[src/wdt_regs.vh]
`ifndef WDT_REGS_VH
`define WDT_REGS_VH

// ==========================================================================
// Register indices; the byte address is four times the index.
`define IDX_WDCTL          8'h8D
`define IDX_CKDIV          8'h8E
`define IDX_EXTIE          8'hE8
`define IDX_IRQ_STATUS     8'hF0
`define IDX_IRQ_MASK       8'hF1

// ==========================================================================
// Watchdog control and flags register fields.
`define WDCTL_EXPIRY_BIT   3
`define WDCTL_RSTFLAG_BIT  2
`define WDCTL_RSTEN_BIT    1
`define WDCTL_RESTART_BIT  0
`define WDCTL_RSTEN_RESET  1'b1

// ==========================================================================
// Clock divider and watchdog timeout register fields.
`define CKDIV_TSEL1_BIT    7
`define CKDIV_TSEL0_BIT    6
`define CKDIV_T2_BIT       5
`define CKDIV_T1_BIT       4
`define CKDIV_T0_BIT       3
`define CKDIV_TSEL2_BIT    2
`define CKDIV_RESET        8'hC7

// ==========================================================================
// Extended interrupt enable and interrupt status fields.
`define EXTIE_WDIRQ_BIT    0
`define IRQ_EXPIRY_BIT     0
`define IRQ_WDRESET_BIT    1

// ==========================================================================
// Watchdog timeout counts in CPU clock cycles, and prescale ratios.
`define WDT_TO_0           32'h0002_0000
`define WDT_TO_1           32'h0010_0000
`define WDT_TO_2           32'h0080_0000
`define WDT_TO_3           32'h0400_0000
`define WDT_TO_4           32'h0800_0000
`define WDT_TO_5           32'h1000_0000
`define WDT_TO_6           32'h2000_0000
`define WDT_TO_7           32'h4000_0000
`define PRESCALE_FAST      4'h4
`define PRESCALE_SLOW      4'hC

`endif

[src/timer_prescaler.v]
`timescale 1ns/1ns
`default_nettype none
`include "wdt_regs.vh"

// ==========================================================================
// Divide-by-4 or divide-by-12 tick generator for one system timer.
module timer_prescaler (
   input  wire       pclk,
   input  wire       presetn,
   input  wire       ce,
   input  wire       div4_sel,
   output reg        tick
);
   reg  [3:0] count_reg;
   wire [3:0] ratio;

   assign ratio = div4_sel ? `PRESCALE_FAST : `PRESCALE_SLOW;

   always @(posedge pclk or negedge presetn) begin
      if (!presetn) begin
         count_reg <= 4'h0;
         tick      <= 1'b0;
      end else if (ce) begin
         if (count_reg >= ratio - 4'h1) begin
            count_reg <= 4'h0;
            tick      <= 1'b1;
         end else begin
            count_reg <= count_reg + 4'h1;
            tick      <= 1'b0;
         end
      end
   end
endmodule // timer_prescaler

`default_nettype wire

[src/wdt_clk_ctrl.v]
// Function
// - Expiry flag sets regardless of interrupt enable.
// - Reset enables watchdog reset, longest timeout.
// - Unlocked restart write clears watchdog counter.
// - Restart bit is a strobe, reads zero.
// - Restart gated by timed-access unlock.
// - Locked restart write accepted, counter unchanged.
// - Watchdog interrupt enable in extended enable register.
// - Clock register resets to 0b11000111.
// - 30-bit counter, stops when clock halted.
// - Expiry raises interrupt or forces reset.
//
// Local design decision: the APB register port.
`timescale 1ns/1ns
`default_nettype none
`include "wdt_regs.vh"

module wdt_clk_ctrl #(
   parameter [31:0] TIMEOUT0 = `WDT_TO_0,
   parameter [31:0] TIMEOUT1 = `WDT_TO_1,
   parameter [31:0] TIMEOUT2 = `WDT_TO_2,
   parameter [31:0] TIMEOUT3 = `WDT_TO_3,
   parameter [31:0] TIMEOUT4 = `WDT_TO_4,
   parameter [31:0] TIMEOUT5 = `WDT_TO_5,
   parameter [31:0] TIMEOUT6 = `WDT_TO_6,
   parameter [31:0] TIMEOUT7 = `WDT_TO_7
) (
   input  wire        pclk,
   input  wire        presetn,
   input  wire        ce,
   input  wire        psel,
   input  wire        penable,
   input  wire        pwrite,
   input  wire [11:0] paddr,
   input  wire [31:0] pwdata,
   output wire        pready,
   output reg  [31:0] prdata,
   output reg         pslverr,
   input  wire        guarded_write_unlock,
   output reg         watchdog_irq,
   output reg         watchdog_system_reset,
   output wire        timer0_tick,
   output wire        timer1_tick,
   output wire        timer2_tick,
   output wire        irq
);
   // =======================================================================
   // Register state.
   reg  [29:0] wdt_count_reg;
   reg         watchdog_expiry_flag_reg;
   reg         watchdog_reset_flag_reg;
   reg         watchdog_reset_enable_reg;
   reg  [7:0]  clock_divider_watchdog_timeout_reg;
   reg         watchdog_irq_enable_reg;
   reg  [1:0]  irq_status_reg;
   reg  [1:0]  irq_mask_reg;

   reg  [31:0] timeout_sel_count;
   reg  [31:0] rd_next;
   reg         err_next;
   wire [2:0]  watchdog_timeout_select;
   wire [9:0]  word_index;
   wire        addr_aligned;
   wire        setup_phase;
   wire        wr_access;
   wire        hit_wdctl;
   wire        hit_ckdiv;
   wire        hit_extie;
   wire        hit_status;
   wire        hit_mask;
   wire        mapped;
   wire        restart_req;
   wire        expiry_event;
   wire        reset_event;

   // =======================================================================
   // Bus decode.
   assign word_index   = paddr[11:2];
   assign addr_aligned = (paddr[1:0] == 2'h0);
   assign hit_wdctl    = addr_aligned && (word_index == {2'h0, `IDX_WDCTL});
   assign hit_ckdiv    = addr_aligned && (word_index == {2'h0, `IDX_CKDIV});
   assign hit_extie    = addr_aligned && (word_index == {2'h0, `IDX_EXTIE});
   assign hit_status   = addr_aligned && (word_index == {2'h0, `IDX_IRQ_STATUS});
   assign hit_mask     = addr_aligned && (word_index == {2'h0, `IDX_IRQ_MASK});
   assign mapped       = hit_wdctl | hit_ckdiv | hit_extie | hit_status | hit_mask;
   assign setup_phase  = psel & ~penable & ce;
   assign wr_access    = psel & penable & pwrite & ce & mapped;
   assign pready       = ce;

   // =======================================================================
   // Timeout selection.
   assign watchdog_timeout_select = {
      clock_divider_watchdog_timeout_reg[`CKDIV_TSEL2_BIT],
      clock_divider_watchdog_timeout_reg[`CKDIV_TSEL1_BIT],
      clock_divider_watchdog_timeout_reg[`CKDIV_TSEL0_BIT]};

   always @* begin
      case (watchdog_timeout_select)
         3'h0:    timeout_sel_count = TIMEOUT0;
         3'h1:    timeout_sel_count = TIMEOUT1;
         3'h2:    timeout_sel_count = TIMEOUT2;
         3'h3:    timeout_sel_count = TIMEOUT3;
         3'h4:    timeout_sel_count = TIMEOUT4;
         3'h5:    timeout_sel_count = TIMEOUT5;
         3'h6:    timeout_sel_count = TIMEOUT6;
         default: timeout_sel_count = TIMEOUT7;
      endcase
   end

   // =======================================================================
   // Watchdog counter.
   // A locked write of the restart bit completes normally but does nothing.
   assign restart_req  = wr_access & hit_wdctl & pwdata[`WDCTL_RESTART_BIT]
                         & guarded_write_unlock;
   assign expiry_event = ce & ~restart_req
                         & ({2'h0, wdt_count_reg} >= timeout_sel_count - 32'h1);
   assign reset_event  = expiry_event & watchdog_reset_enable_reg;

   always @(posedge pclk or negedge presetn) begin
      if (!presetn) begin
         wdt_count_reg <= 30'h0;
      end else if (ce) begin
         if (restart_req || expiry_event) begin
            wdt_count_reg <= 30'h0;
         end else begin
            wdt_count_reg <= wdt_count_reg + 30'h1;
         end
      end
   end

   // =======================================================================
   // Control and flag registers; a hardware set wins over a software clear.
   always @(posedge pclk or negedge presetn) begin
      if (!presetn) begin
         watchdog_expiry_flag_reg           <= 1'b0;
         watchdog_reset_flag_reg            <= 1'b0;
         watchdog_reset_enable_reg          <= `WDCTL_RSTEN_RESET;
         clock_divider_watchdog_timeout_reg <= `CKDIV_RESET;
         watchdog_irq_enable_reg            <= 1'b0;
         irq_status_reg                     <= 2'h0;
         irq_mask_reg                       <= 2'h0;
         watchdog_irq                       <= 1'b0;
         watchdog_system_reset              <= 1'b0;
      end else if (ce) begin
         if (wr_access && hit_wdctl) begin
            watchdog_expiry_flag_reg  <= pwdata[`WDCTL_EXPIRY_BIT];
            watchdog_reset_flag_reg   <= pwdata[`WDCTL_RSTFLAG_BIT];
            watchdog_reset_enable_reg <= pwdata[`WDCTL_RSTEN_BIT];
         end
         if (expiry_event) begin
            watchdog_expiry_flag_reg <= 1'b1;
         end
         if (reset_event) begin
            watchdog_reset_flag_reg <= 1'b1;
         end
         if (wr_access && hit_ckdiv) begin
            clock_divider_watchdog_timeout_reg <= pwdata[7:0];
         end
         if (wr_access && hit_extie) begin
            watchdog_irq_enable_reg <= pwdata[`EXTIE_WDIRQ_BIT];
         end
         if (wr_access && hit_mask) begin
            irq_mask_reg <= pwdata[1:0];
         end
         irq_status_reg <= (irq_status_reg
                           & ~((wr_access && hit_status) ? pwdata[1:0] : 2'h0))
                           | {reset_event, expiry_event};
         watchdog_irq          <= watchdog_expiry_flag_reg & watchdog_irq_enable_reg;
         watchdog_system_reset <= reset_event;
      end
   end

   assign irq = |(irq_status_reg & irq_mask_reg);

   // =======================================================================
   // Read data, loaded in the setup cycle and shown in the access cycle.
   always @* begin
      rd_next  = 32'h0;
      err_next = 1'b0;
      if (hit_wdctl) begin
         rd_next[`WDCTL_EXPIRY_BIT]  = watchdog_expiry_flag_reg;
         rd_next[`WDCTL_RSTFLAG_BIT] = watchdog_reset_flag_reg;
         rd_next[`WDCTL_RSTEN_BIT]   = watchdog_reset_enable_reg;
         rd_next[`WDCTL_RESTART_BIT] = 1'b0;
      end else if (hit_ckdiv) begin
         rd_next[7:0] = clock_divider_watchdog_timeout_reg;
      end else if (hit_extie) begin
         rd_next[`EXTIE_WDIRQ_BIT] = watchdog_irq_enable_reg;
      end else if (hit_status) begin
         rd_next[1:0] = irq_status_reg;
      end else if (hit_mask) begin
         rd_next[1:0] = irq_mask_reg;
      end else begin
         err_next = 1'b1;
      end
   end

   always @(posedge pclk or negedge presetn) begin
      if (!presetn) begin
         prdata  <= 32'h0;
         pslverr <= 1'b0;
      end else if (setup_phase) begin
         prdata  <= pwrite ? 32'h0 : rd_next;
         pslverr <= err_next;
      end
   end

   // =======================================================================
   // Timer prescalers.
   timer_prescaler u_pre0 (
      .pclk     (pclk),
      .presetn  (presetn),
      .ce       (ce),
      .div4_sel (clock_divider_watchdog_timeout_reg[`CKDIV_T0_BIT]),
      .tick     (timer0_tick)
   );

   timer_prescaler u_pre1 (
      .pclk     (pclk),
      .presetn  (presetn),
      .ce       (ce),
      .div4_sel (clock_divider_watchdog_timeout_reg[`CKDIV_T1_BIT]),
      .tick     (timer1_tick)
   );

   timer_prescaler u_pre2 (
      .pclk     (pclk),
      .presetn  (presetn),
      .ce       (ce),
      .div4_sel (clock_divider_watchdog_timeout_reg[`CKDIV_T2_BIT]),
      .tick     (timer2_tick)
   );
endmodule // wdt_clk_ctrl

`default_nettype wire

[config.mk]
export PLATFORM = sky130hd
export DESIGN_NAME = wdt_clk_ctrl
export DESIGN_NICKNAME = d
export VERILOG_FILES = /design/src/timer_prescaler.v /design/src/wdt_clk_ctrl.v
export VERILOG_INCLUDE_DIRS = /design/src
export SDC_FILE = /design/constraint.sdc
export NUM_CORES = 1
export LEC_CHECK = 0
export CAP_MARGIN = 20
export CORE_UTILIZATION = 35
export CTS_CLUSTER_SIZE = 30
export DETAILED_ROUTE_END_ITERATION = 12
export DONT_BUFFER_PORTS = 1
export PLACE_DENSITY = 0.56
export SYNTH_ARGS = -nofsm -noshare
export SYNTH_HDL_FRONTEND = slang
export SYNTH_SLANG_ARGS = --single-unit
[constraint.sdc]
create_clock -name pclk -period 8.5 [get_ports pclk]
set_input_delay 0.85 -clock pclk [delete_from_list [all_inputs] [get_ports pclk]]
set_output_delay 0.85 -clock pclk [all_outputs]
set_load 0.01 [all_outputs]
==> results.json, run 1 <==
{
  "status": "finished with violations",
  "violations": "design-rule violations",
  "cellLeakagePower_nw": 2.04,
  "drc_errors": 23,
  "die_height_um": 111,
  "cts_resized": 0,
  "cts_buffer_depth": 2,
  "hold_violations": 0,
  "fillers": 1167,
  "grt_pass1_wl_um": 14000,
  "critPathKind": "reg2reg",
  "clock_power_share_pct": 45.1,
  "pin_count": 91,
  "p_sw_mw": 0.231,
  "reg2reg_to": "wdt_count_reg[1]",
  "finalSetupViolCount": 0,
  "cts_tree": "built",
  "via_count": 2975,
  "cts_made_buffers": 9,
  "dieWidth_um": 111,
  "grt_start_max_net_pins": 73,
  "final_cell_count_no_fill": 579,
  "ys_types": 50,
  "crit_slowest_cell": "or4_1",
  "first_iter_violations": 175,
  "synth-seq-cells": 72,
  "gp_congestion": 0.806,
  "cp.arrival_ns": 3.62,
  "avgRoutedWirePerCell_um": 13.9,
  "antenna_cells": 0,
  "yosys_warnings": 0,
  "min_path_type": "in2async",
  "cts.clk_slew.worst_paths_ns": 0.06,
  "grtUsageTotal_pct": 14.4,
  "maxCapViolations": 0,
  "rsz0062_at_grt": "no",
  "grt-ovfl-total": 0,
  "vdd_drop_max_mv": 0.157,
  "clkSinkCount": 72,
  "powerDensity_nw_per_um2": 208,
  "synth_cells": 434,
  "maxSlewViolCount": 0,
  "crit_end": "wdt_count_reg[1]",
  "critPathCaptureType": "flip-flop",
  "async_reset_ff_share_pct": 100,
  "fin_tns_setup_ns": 0,
  "cts_root_buf": "clkbuf_16",
  "cp_num_cells": 10,
  "postCtsSetupRepairBufs": 0,
  "finClkSkew_ns": 0.00672,
  "clk_latency_ns": 0.33,
  "avgSynthCellArea_um2": 9.57,
  "seq_area_frac_synth_pct": 43.6,
  "startpoint_type": "flip-flop",
  "start_util_pct": 36.1,
  "worst-r2r-cell-count": 10,
  "cpLargestDelayFamily": "simple AND/OR/NAND/NOR gates",
  "postCtsHoldBufs": 0,
  "dpl_cell_area_um2": 4180,
  "crit_required_ns": 8.69,
  "synth_area_um2": 4150,
  "antenna_found_initial": 0,
  "pwr-share-seq_pct": 44.9,
  "regToRegStartpoint": "clock_divider_watchdog_timeout_reg[2]",
  "power_switching_share_pct": 24.6,
  "cpPeakStageDelay_ns": 0.54,
  "synth-main-ff-cell": "dfrtp_1",
  "fin_crit_ns": 3.42,
  "drive_above_1_share_pct": 9.63,
  "crit_path_cell_trace": "or3_1 > ha_1 > ha_1 > ha_1 > nand4_1 > or4_1 > a211o_1 > o21ai_2 > buf_4 > o22ai_1",
  "place_ws_ns": 5.07,
  "placementRows": 39,
  "timing.fmax_ghz": 0.292,
  "via_per_inst": 5.14,
  "area_growth_pct": 8.55,
  "tightest_slew_ns": 0.618,
  "largest_reg_flops": 30,
  "die_area_um2": 12300,
  "min_period_over_period_pct": 40.3,
  "slew_headroom_pct": 58.7,
  "portBuffers": 0,
  "first_global_vias": 2879,
  "crit_buf_inv": 1,
  "cp-startpoint": "clock_divider_watchdog_timeout_reg[2]",
  "reg2reg_slack_ns": 5.08,
  "internal_power_mw": 0.707,
  "hpwl_um": 5610,
  "synth_edf_count": 0,
  "fin_nets": 504,
  "drt_wl_total_um": 8040,
  "first_pass_iters": 8,
  "ant_nets": 0,
  "fin_area_um2": 4510,
  "h-tree-depth": 3,
  "dp_cells": 563,
  "combinationalPowerShare_pct": 10.1,
  "cpMostUsedCell": "ha_1",
  "core_area_um2": 11500,
  "crit_fanout": 30,
  "worst_slack_ns": 5.08
}
final cells by class:
cell class	instances	area (µm²)	area share (%)
clock inverter	2	60.1	1.33
sequential	72	1810	40.1
multi-input combinational	330	2120	46.9
clock buffer	14	274	6.08
tap	143	179	3.97
timing repair buffer	1	7.51	0.166
inverter	17	63.8	1.42
through the flow:
stage	power (mW)	hold slack, ns	util (%)
2_1_floorplan	0.511	0.442	-
3_3_place_gp	0.516	0.468	36.3
3_5_place_dp	0.521	0.471	36.3
4_1_cts	0.950	0.195	39.2
5_1_grt	0.985	0.190	39.2
6_report	0.938	0.209	39.2
power by group through the flow:
stage          logic [mW]  registers, mW  clock network, mW
3_5_place_dp       0.0947          0.426                  0
4_1_cts            0.0954          0.421              0.433
3_3_place_gp       0.0914          0.424                  0
5_1_grt             0.112          0.429              0.444
6_report           0.0943          0.421              0.423
2_1_floorplan      0.0929          0.418                  0
cell usage after synthesis (all sizes together) (5+ instances only):
| cell type | n | area share [%] |
|---|---|---|
| mux2 | 10 | 2.7 |
| clkbuf | 10 | 0.90 |
| nand2b | 10 | 1.5 |
| nand2 | 44 | 4.0 |
| dfrtp | 66 | 40 |
| or3 | 5 | 0.75 |
| inv | 17 | 1.5 |
| o31ai | 6 | 1.1 |
| nor3 | 9 | 1.1 |
| a22o | 5 | 1.1 |
| buf | 28 | 5.2 |
| ha | 22 | 6.6 |
| xor2 | 19 | 4.0 |
| and3 | 6 | 0.90 |
| o21ai | 25 | 3.1 |
| nand3 | 22 | 2.7 |
| xnor2 | 10 | 2.1 |
| a21oi | 9 | 1.1 |
| nor2 | 43 | 3.9 |
| dfstp | 6 | 3.8 |
| nand4 | 13 | 2.1 |
| mux2i | 5 | 1.2 |
kinds of logic (layout without fill, tap and decap cells):
logic type / count (synthesis) / after routing / share of synthesized area (%)
AO/OA/AOI/OAI: 67 / 67 / 10.7
XOR/XNOR: 29 / 29 / 6.11
adder cells (fa/ha/maj): 22 / 22 / 6.63
buffers and inverters: 55 / 34 / 7.59
flip-flops: 72 / 72 / 43.6
multiplexers: 15 / 15 / 3.92
other: 1 / 24 / 0.0903
AND/OR/NAND/NOR: 173 / 173 / 21.4
worst min path at each step:
stage	from	end	slack, ns	cells past startpoint
2_1_floorplan	watchdog_reset_enable_reg	watchdog_reset_enable_reg	0.44	2
3_3_place_gp	watchdog_reset_enable_reg	watchdog_reset_enable_reg	0.47	2
3_5_place_dp	watchdog_reset_enable_reg	watchdog_reset_enable_reg	0.47	2
4_1_cts	presetn	prdata[2]	0.20	0
5_1_grt	presetn	prdata[2]	0.19	0
6_report	presetn	prdata[2]	0.21	0
per-layer routing:
metal  track usage, %  wire length [µm]  vias to the layer above
li1                 -                 -                     1473
met1             17.8              3690                     1424
met2             22.6              3740                       68
met3             4.65               439                       10
met4             6.85               166                        0
met5                0                 0                        -
placed cells by master, fill, tap and decap left out, types with 3 or more instances in the layout:
cell type,count
nand2b_1,10
dfstp_2,6
nand3_1,22
clkbuf_16,9
nand2_1,44
and4_1,4
and3_1,6
nand4_1,12
inv_1,17
xor2_1,19
clkbuf_8,3
a22o_1,5
a21oi_1,9
a21bo_2,4
nor3_1,9
a22oi_1,4
o31ai_1,6
dfrtp_1,66
xnor2_1,10
or3_1,5
mux2i_1,5
mux2_2,10
o21ai_0,23
conb_1,24
nor2_1,43
o21a_1,4
ha_1,22
(Power assumes the default switching activity.)
==> inputs of run 2 (changes only) <==
--- a/config.mk
+++ b/config.mk
@@ -11,7 +11,7 @@
 export CTS_CLUSTER_SIZE = 30
 export DETAILED_ROUTE_END_ITERATION = 12
 export DONT_BUFFER_PORTS = 1
-export PLACE_DENSITY = 0.56
+export PLACE_DENSITY = 0.58
 export SYNTH_ARGS = -nofsm -noshare
 export SYNTH_HDL_FRONTEND = slang
 export SYNTH_SLANG_ARGS = --single-unit
==> constraint.sdc (replaced) <==
create_clock -name pclk -period 3.1 [get_ports pclk]
set_input_delay 0.31 -clock pclk [delete_from_list [all_inputs] [get_ports pclk]]
set_output_delay 0.31 -clock pclk [all_outputs]
set_load 0.01 [all_outputs]
==> results.json, run 2 (synthesized netlist as in run 1, its figures left out) <==
{
  "min_path_cells": 2,
  "reg2reg_slack_ns": 0.14,
  "drc_errors": 23,
  "die_height_um": 111,
  "cts.clk_slew.worst_paths_ns": 0.06,
  "drt_wl_total_um": 8390,
  "grt_pass1_wl_um": 14200,
  "layout_common_cells": "dfrtp_1, nand2_1, nor2_1, conb_1",
  "rsz0062_at_grt": "no",
  "via_count": 3035,
  "slew_headroom_pct": 56.8,
  "antenna_found_initial": 0,
  "pin_count": 91,
  "violations": "design-rule violations",
  "maxCapViolations": 0,
  "vdd_drop_max_mv": 0.353,
  "min_period_over_period_pct": 95.5,
  "fillers": 1119,
  "critPathKind": "reg2reg",
  "grtUsageTotal_pct": 14.6,
  "die_area_um2": 12300,
  "cts_root_buf": "clkbuf_16",
  "h-tree-depth": 3,
  "timing.fmax_ghz": 0.338,
  "fin_crit_ns": 2.96,
  "seq_area_um2": 1810,
  "cts_made_buffers": 9,
  "hpwl_um": 5680,
  "cts_buffer_depth": 2,
  "critPathCaptureType": "flip-flop",
  "final_common_cell": "dfrtp_1",
  "clkSinkCount": 72,
  "startpoint_type": "flip-flop",
  "worst-r2r-cell-count": 13,
  "fin_tns_setup_ns": 0,
  "min-delay-start": "pwdata[1]",
  "ant_nets": 0,
  "drive_above_1_share_pct": 13.4,
  "start_util_pct": 36.1,
  "multi_input_area_um2": 2180,
  "dieWidth_um": 111,
  "core_area_um2": 11500,
  "dp_cells": 567,
  "cts_tree": "built",
  "first_pass_iters": 10,
  "powerDensity_nw_per_um2": 544,
  "hold_violations": 0,
  "finalSetupViolCount": 0,
  "status": "finished with violations",
  "finClkSkew_ns": 0.00729,
  "holdPathEnd": "watchdog_reset_enable_reg",
  "first_iter_violations": 163,
  "placementRows": 39,
  "grt-ovfl-total": 0,
  "crit_required_ns": 3.35,
  "maxSlewViolCount": 0,
  "clk_latency_ns": 0.33,
  "place_ws_ns": 0.00471,
  "grt_start_max_net_pins": 73,
  "gp_congestion": 0.829,
  "portBuffers": 0,
  "avgRoutedWirePerCell_um": 14.2,
  "first_global_vias": 2935,
  "tightest_slew_ns": 0.646,
  "reg2reg_to": "wdt_count_reg[1]",
  "worst_slack_ns": 0.140,
  "antenna_cells": 0,
  "cellLeakagePower_nw": 2.12,
  "cp.arrival_ns": 3.21,
  "area_growth_pct": 13.7,
  "largest_reg_flops": 30,
  "min_path_type": "in2reg",
  "dpl_cell_area_um2": 4250,
  "via_per_inst": 5.14,
  "fin_area_um2": 4720,
  "crit_fanout": 8,
  "final_core_util_pct": 41.0,
  "fin_nets": 515,
  "final_cell_count_no_fill": 590,
  "regToRegStartpoint": "clock_divider_watchdog_timeout_reg[2]"
}
==> run 2: critical path, stage by stage, from the launching register on <==
cell,delay [ns]
dfstp_2,0.38
or3_4,0.39
ha_4,0.18
buf_4,0.14
xor2_1,0.13
o21a_1,0.17
ha_1,0.28
a21boi_0,0.15
or3_4,0.39
a21oi_2,0.18
o21ai_4,0.10
buf_4,0.15
buf_12,0.13
o22ai_1,0.11
==> run 2: stage by stage <==
stage               total power [mW]  hold WS, ns
finish                          2.57       0.0625
global route                    2.71       0.0600
CTS                             2.60       0.0560
detailed placement              1.43       0.0159
global placement                1.41       0.0158
floorplan                       1.40       0.0144
==> run 2: power by group <==
group          internal (mW)  switching [mW]
Sequential              1.05           0.108
Combinational          0.126           0.159
Clock                  0.711           0.421
Total                   1.88           0.688
==> run 2: routing by layer <==
layer | part of all wire [%] | up-vias | global-route usage, %
li1 | - | 1485 | -
met1 | 46 | 1457 | 18.6
met2 | 48 | 86 | 23.5
met3 | 5.6 | 7 | 4.16
met4 | 0.92 | 0 | 5.66
met5 | 0 | - | 0
==> run 2: worst max-delay path by stage <==
stage               cells past startpoint                             startpoint          endpoint
finish                                 13  clock_divider_watchdog_timeout_reg[2]  wdt_count_reg[1]
global route                           12  clock_divider_watchdog_timeout_reg[6]  wdt_count_reg[2]
CTS                                    13  clock_divider_watchdog_timeout_reg[2]  wdt_count_reg[1]
detailed placement                     10  clock_divider_watchdog_timeout_reg[6]  wdt_count_reg[1]
global placement                       10  clock_divider_watchdog_timeout_reg[6]  wdt_count_reg[1]
floorplan                              11  clock_divider_watchdog_timeout_reg[6]  wdt_count_reg[1]
==> run 2: what timing repair did <==
item / in CTS / in global routing
resized for setup: 5 / 3
buffers inserted: 3 / 0
pin swaps: 4 / 3
endpoints found under the hold margin: 72 / 0
cloned: 2 / 0
setup endpoints to repair: 1 / 33
hold buffers: 2 / 0
==> run 2: layout make-up <==
type / instances / area share [%]
Timing Repair Buffer: 12 / 3.60
Multi-Input combinational cell: 330 / 46.1
Clock buffer: 9 / 4.77
Tap cell: 143 / 3.79
Inverter: 17 / 1.35
Sequential cell: 72 / 38.3
Clock inverter: 7 / 2.15
==> inputs of run 3 (changes only) <==
--- a/config.mk
+++ b/config.mk
@@ -14,4 +14,5 @@
 export PLACE_DENSITY = 0.58
 export SYNTH_ARGS = -nofsm -noshare
 export SYNTH_HDL_FRONTEND = slang
+export SYNTH_HIERARCHICAL = 1
 export SYNTH_SLANG_ARGS = --single-unit
==> results.json, run 3 <==
{
  "status": "finished with violations",
  "violations": "design-rule violations",
  "avgRoutedWirePerCell_um": 15.2,
  "synth_area_um2": 4170,
  "synth_top_cell_by_area": "dfrtp_1",
  "fin_crit_ns": 3.00,
  "first_global_vias": 3126,
  "maxCapViolations": 0,
  "largest_reg_flops": 30,
  "startpoint_type": "flip-flop",
  "seq_area_frac_synth_pct": 43.4,
  "dpl_cell_area_um2": 4290,
  "area_growth_pct": 16.5,
  "crit_fanout": 4,
  "via_count": 3083,
  "pin_count": 91,
  "critPathCaptureType": "flip-flop",
  "timing.fmax_ghz": 0.334,
  "ys_types": 58,
  "maxSlewViolCount": 0,
  "drc_errors": 23,
  "critPathKind": "reg2reg",
  "hpwl_um": 6040,
  "avgSynthCellArea_um2": 9.97,
  "ant_nets": 0,
  "synth.most_common_cell": "dfrtp_1",
  "cts_tree": "built",
  "crit_required_ns": 3.32,
  "reg2reg_slack_ns": 0.10,
  "gp_congestion": 0.758,
  "power_mw": 2.57,
  "portBuffers": 0,
  "tightest_slew_ns": 0.644,
  "drive_above_1_share_pct": 17.3,
  "clkSinkCount": 72,
  "first_iter_violations": 202,
  "drt_wl_total_um": 8910,
  "grtUsageTotal_pct": 15.4,
  "cts_root_buf": "clkbuf_16",
  "core_area_um2": 11500,
  "start_util_pct": 36.2,
  "synth-main-ff-cell": "dfrtp_1",
  "clk_latency_ns": 0.33,
  "cpLargestDelayFamily": "simple AND/OR/NAND/NOR gates",
  "yosysTopAreaCellShare_pct": 39.6,
  "async_reset_ff_share_pct": 100,
  "cp.arrival_ns": 3.21,
  "finalSetupViolCount": 0,
  "grt_start_max_net_pins": 73,
  "grt-ovfl-total": 0,
  "worst_slack_ns": 0.104,
  "fin_nets": 512,
  "cpMostUsedCell": "ha_4",
  "finClkSkew_ns": 0.00517,
  "min_path_type": "in2reg",
  "antenna_found_initial": 0,
  "powerDensity_nw_per_um2": 529,
  "hold_violations": 0,
  "placementRows": 39,
  "final_common_cell": "dfrtp_1",
  "cellLeakagePower_nw": 2.23,
  "die_height_um": 111,
  "synth_edf_count": 0,
  "synth_cells": 418,
  "crit_path_cell_trace": "inv_2 > or3_4 > ha_4 > ha_4 > ha_4 > nand4_1 > buf_4 > a21oi_1 > or3_4 > o21ai_4 > buf_4 > nand2_1 > a32o_1",
  "fin_tns_setup_ns": 0,
  "cts.clk_slew.worst_paths_ns": 0.06,
  "cts_made_buffers": 9,
  "crit_buf_inv": 3,
  "ys_top_cells_by_count": "dfrtp_1, nor2_1, nand2_1",
  "dieWidth_um": 111,
  "place_ws_ns": -0.0754,
  "synth_top_cells_by_area": "dfrtp_1, ha_1, buf_4",
  "cts_buffer_depth": 2,
  "crit_slowest_cell": "dfstp_2",
  "vdd_drop_max_mv": 0.268,
  "first_pass_iters": 8,
  "layout_common_cells": "dfrtp_1, nand2_1, nor2_1, conb_1, nand3_1",
  "min_period_over_period_pct": 96.7,
  "die_area_um2": 12300,
  "via_per_inst": 5.25,
  "antenna_cells": 0,
  "holdWs_ns": 0.0667,
  "synth-seq-cells": 72,
  "yosys_warnings": 6,
  "grt_pass1_wl_um": 15200,
  "h-tree-depth": 3,
  "slew_headroom_pct": 56.4,
  "cpPeakStageDelay_ns": 0.54,
  "fin_area_um2": 4860
}
==> run 3: final timing paths <==
path / start / end / depth (start not counted)
min: pwrite / prdata[0] / 1
max: clock_divider_watchdog_timeout_reg[6] / irq_status_reg[1] / 13
max reg2reg: clock_divider_watchdog_timeout_reg[6] / irq_status_reg[1] / 13
max in group asynchronous: presetn / clock_divider_watchdog_timeout_reg[7] / 2
min in group asynchronous: presetn / prdata[4] / 2
min reg2reg: watchdog_irq_enable_reg / watchdog_irq_enable_reg / 1
==> run 3: cell type report <==
type | instances | area, µm²
clock buffers | 16 | 282
well taps | 143 | 179
multi-input cells | 321 | 2280
flip-flops and latches | 72 | 1810
repair buffers | 22 | 255
inverters | 13 | 48.8
fillers | 1097 | 6660
==> run 3: cell families (layout without fill, tap and decap cells) <==
group	Yosys count	count (layout)	share of synthesized area (%)
other	1	24	0.0900
buffers and inverters	48	51	6.79
adders and majority gates	22	22	6.61
AOI/OAI and AO/OA	56	56	10.0
muxes	21	21	5.62
xor gates and xnor gates	28	28	5.89
and+or+nand+nor	170	170	21.6
DFF	72	72	43.4
==> run 3: stage by stage <==
step / util, % / instances
6_report: 42.2 / 587
2_1_floorplan: - / 441
5_1_grt: 42.2 / 587
3_3_place_gp: 37.2 / 559
3_5_place_dp: 37.2 / 559
4_1_cts: 41.1 / 583
==> run 3: metal layers <==
metal  up-vias  track usage [%]  wire length [µm]
li1       1482                -                 -
met1      1527             19.4              4130
met2        63             24.9              4190
met3        11             5.08               476
met4         0             5.14               113
met5         -                0                 0
==> run 3: report_power, final <==
group | total [mW] | switching [mW] | internal [mW]
combinational | 0.388 | 0.203 | 0.185
clock | 0.986 | 0.377 | 0.609
sequential | 1.20 | 0.136 | 1.06
total | 2.57 | 0.715 | 1.85
==> run 3: what timing repair did <==
| item | CTS | global route |
|---|---|---|
| endpoints found under the setup margin | 35 | 35 |
| buffers inserted | 4 | 5 |
| endpoints found under the hold margin | 72 | 0 |
| hold buffers | 2 | 0 |
| cloned | 2 | 0 |
| gates resized for setup | 11 | 16 |
| pin swaps | 8 | 12 |
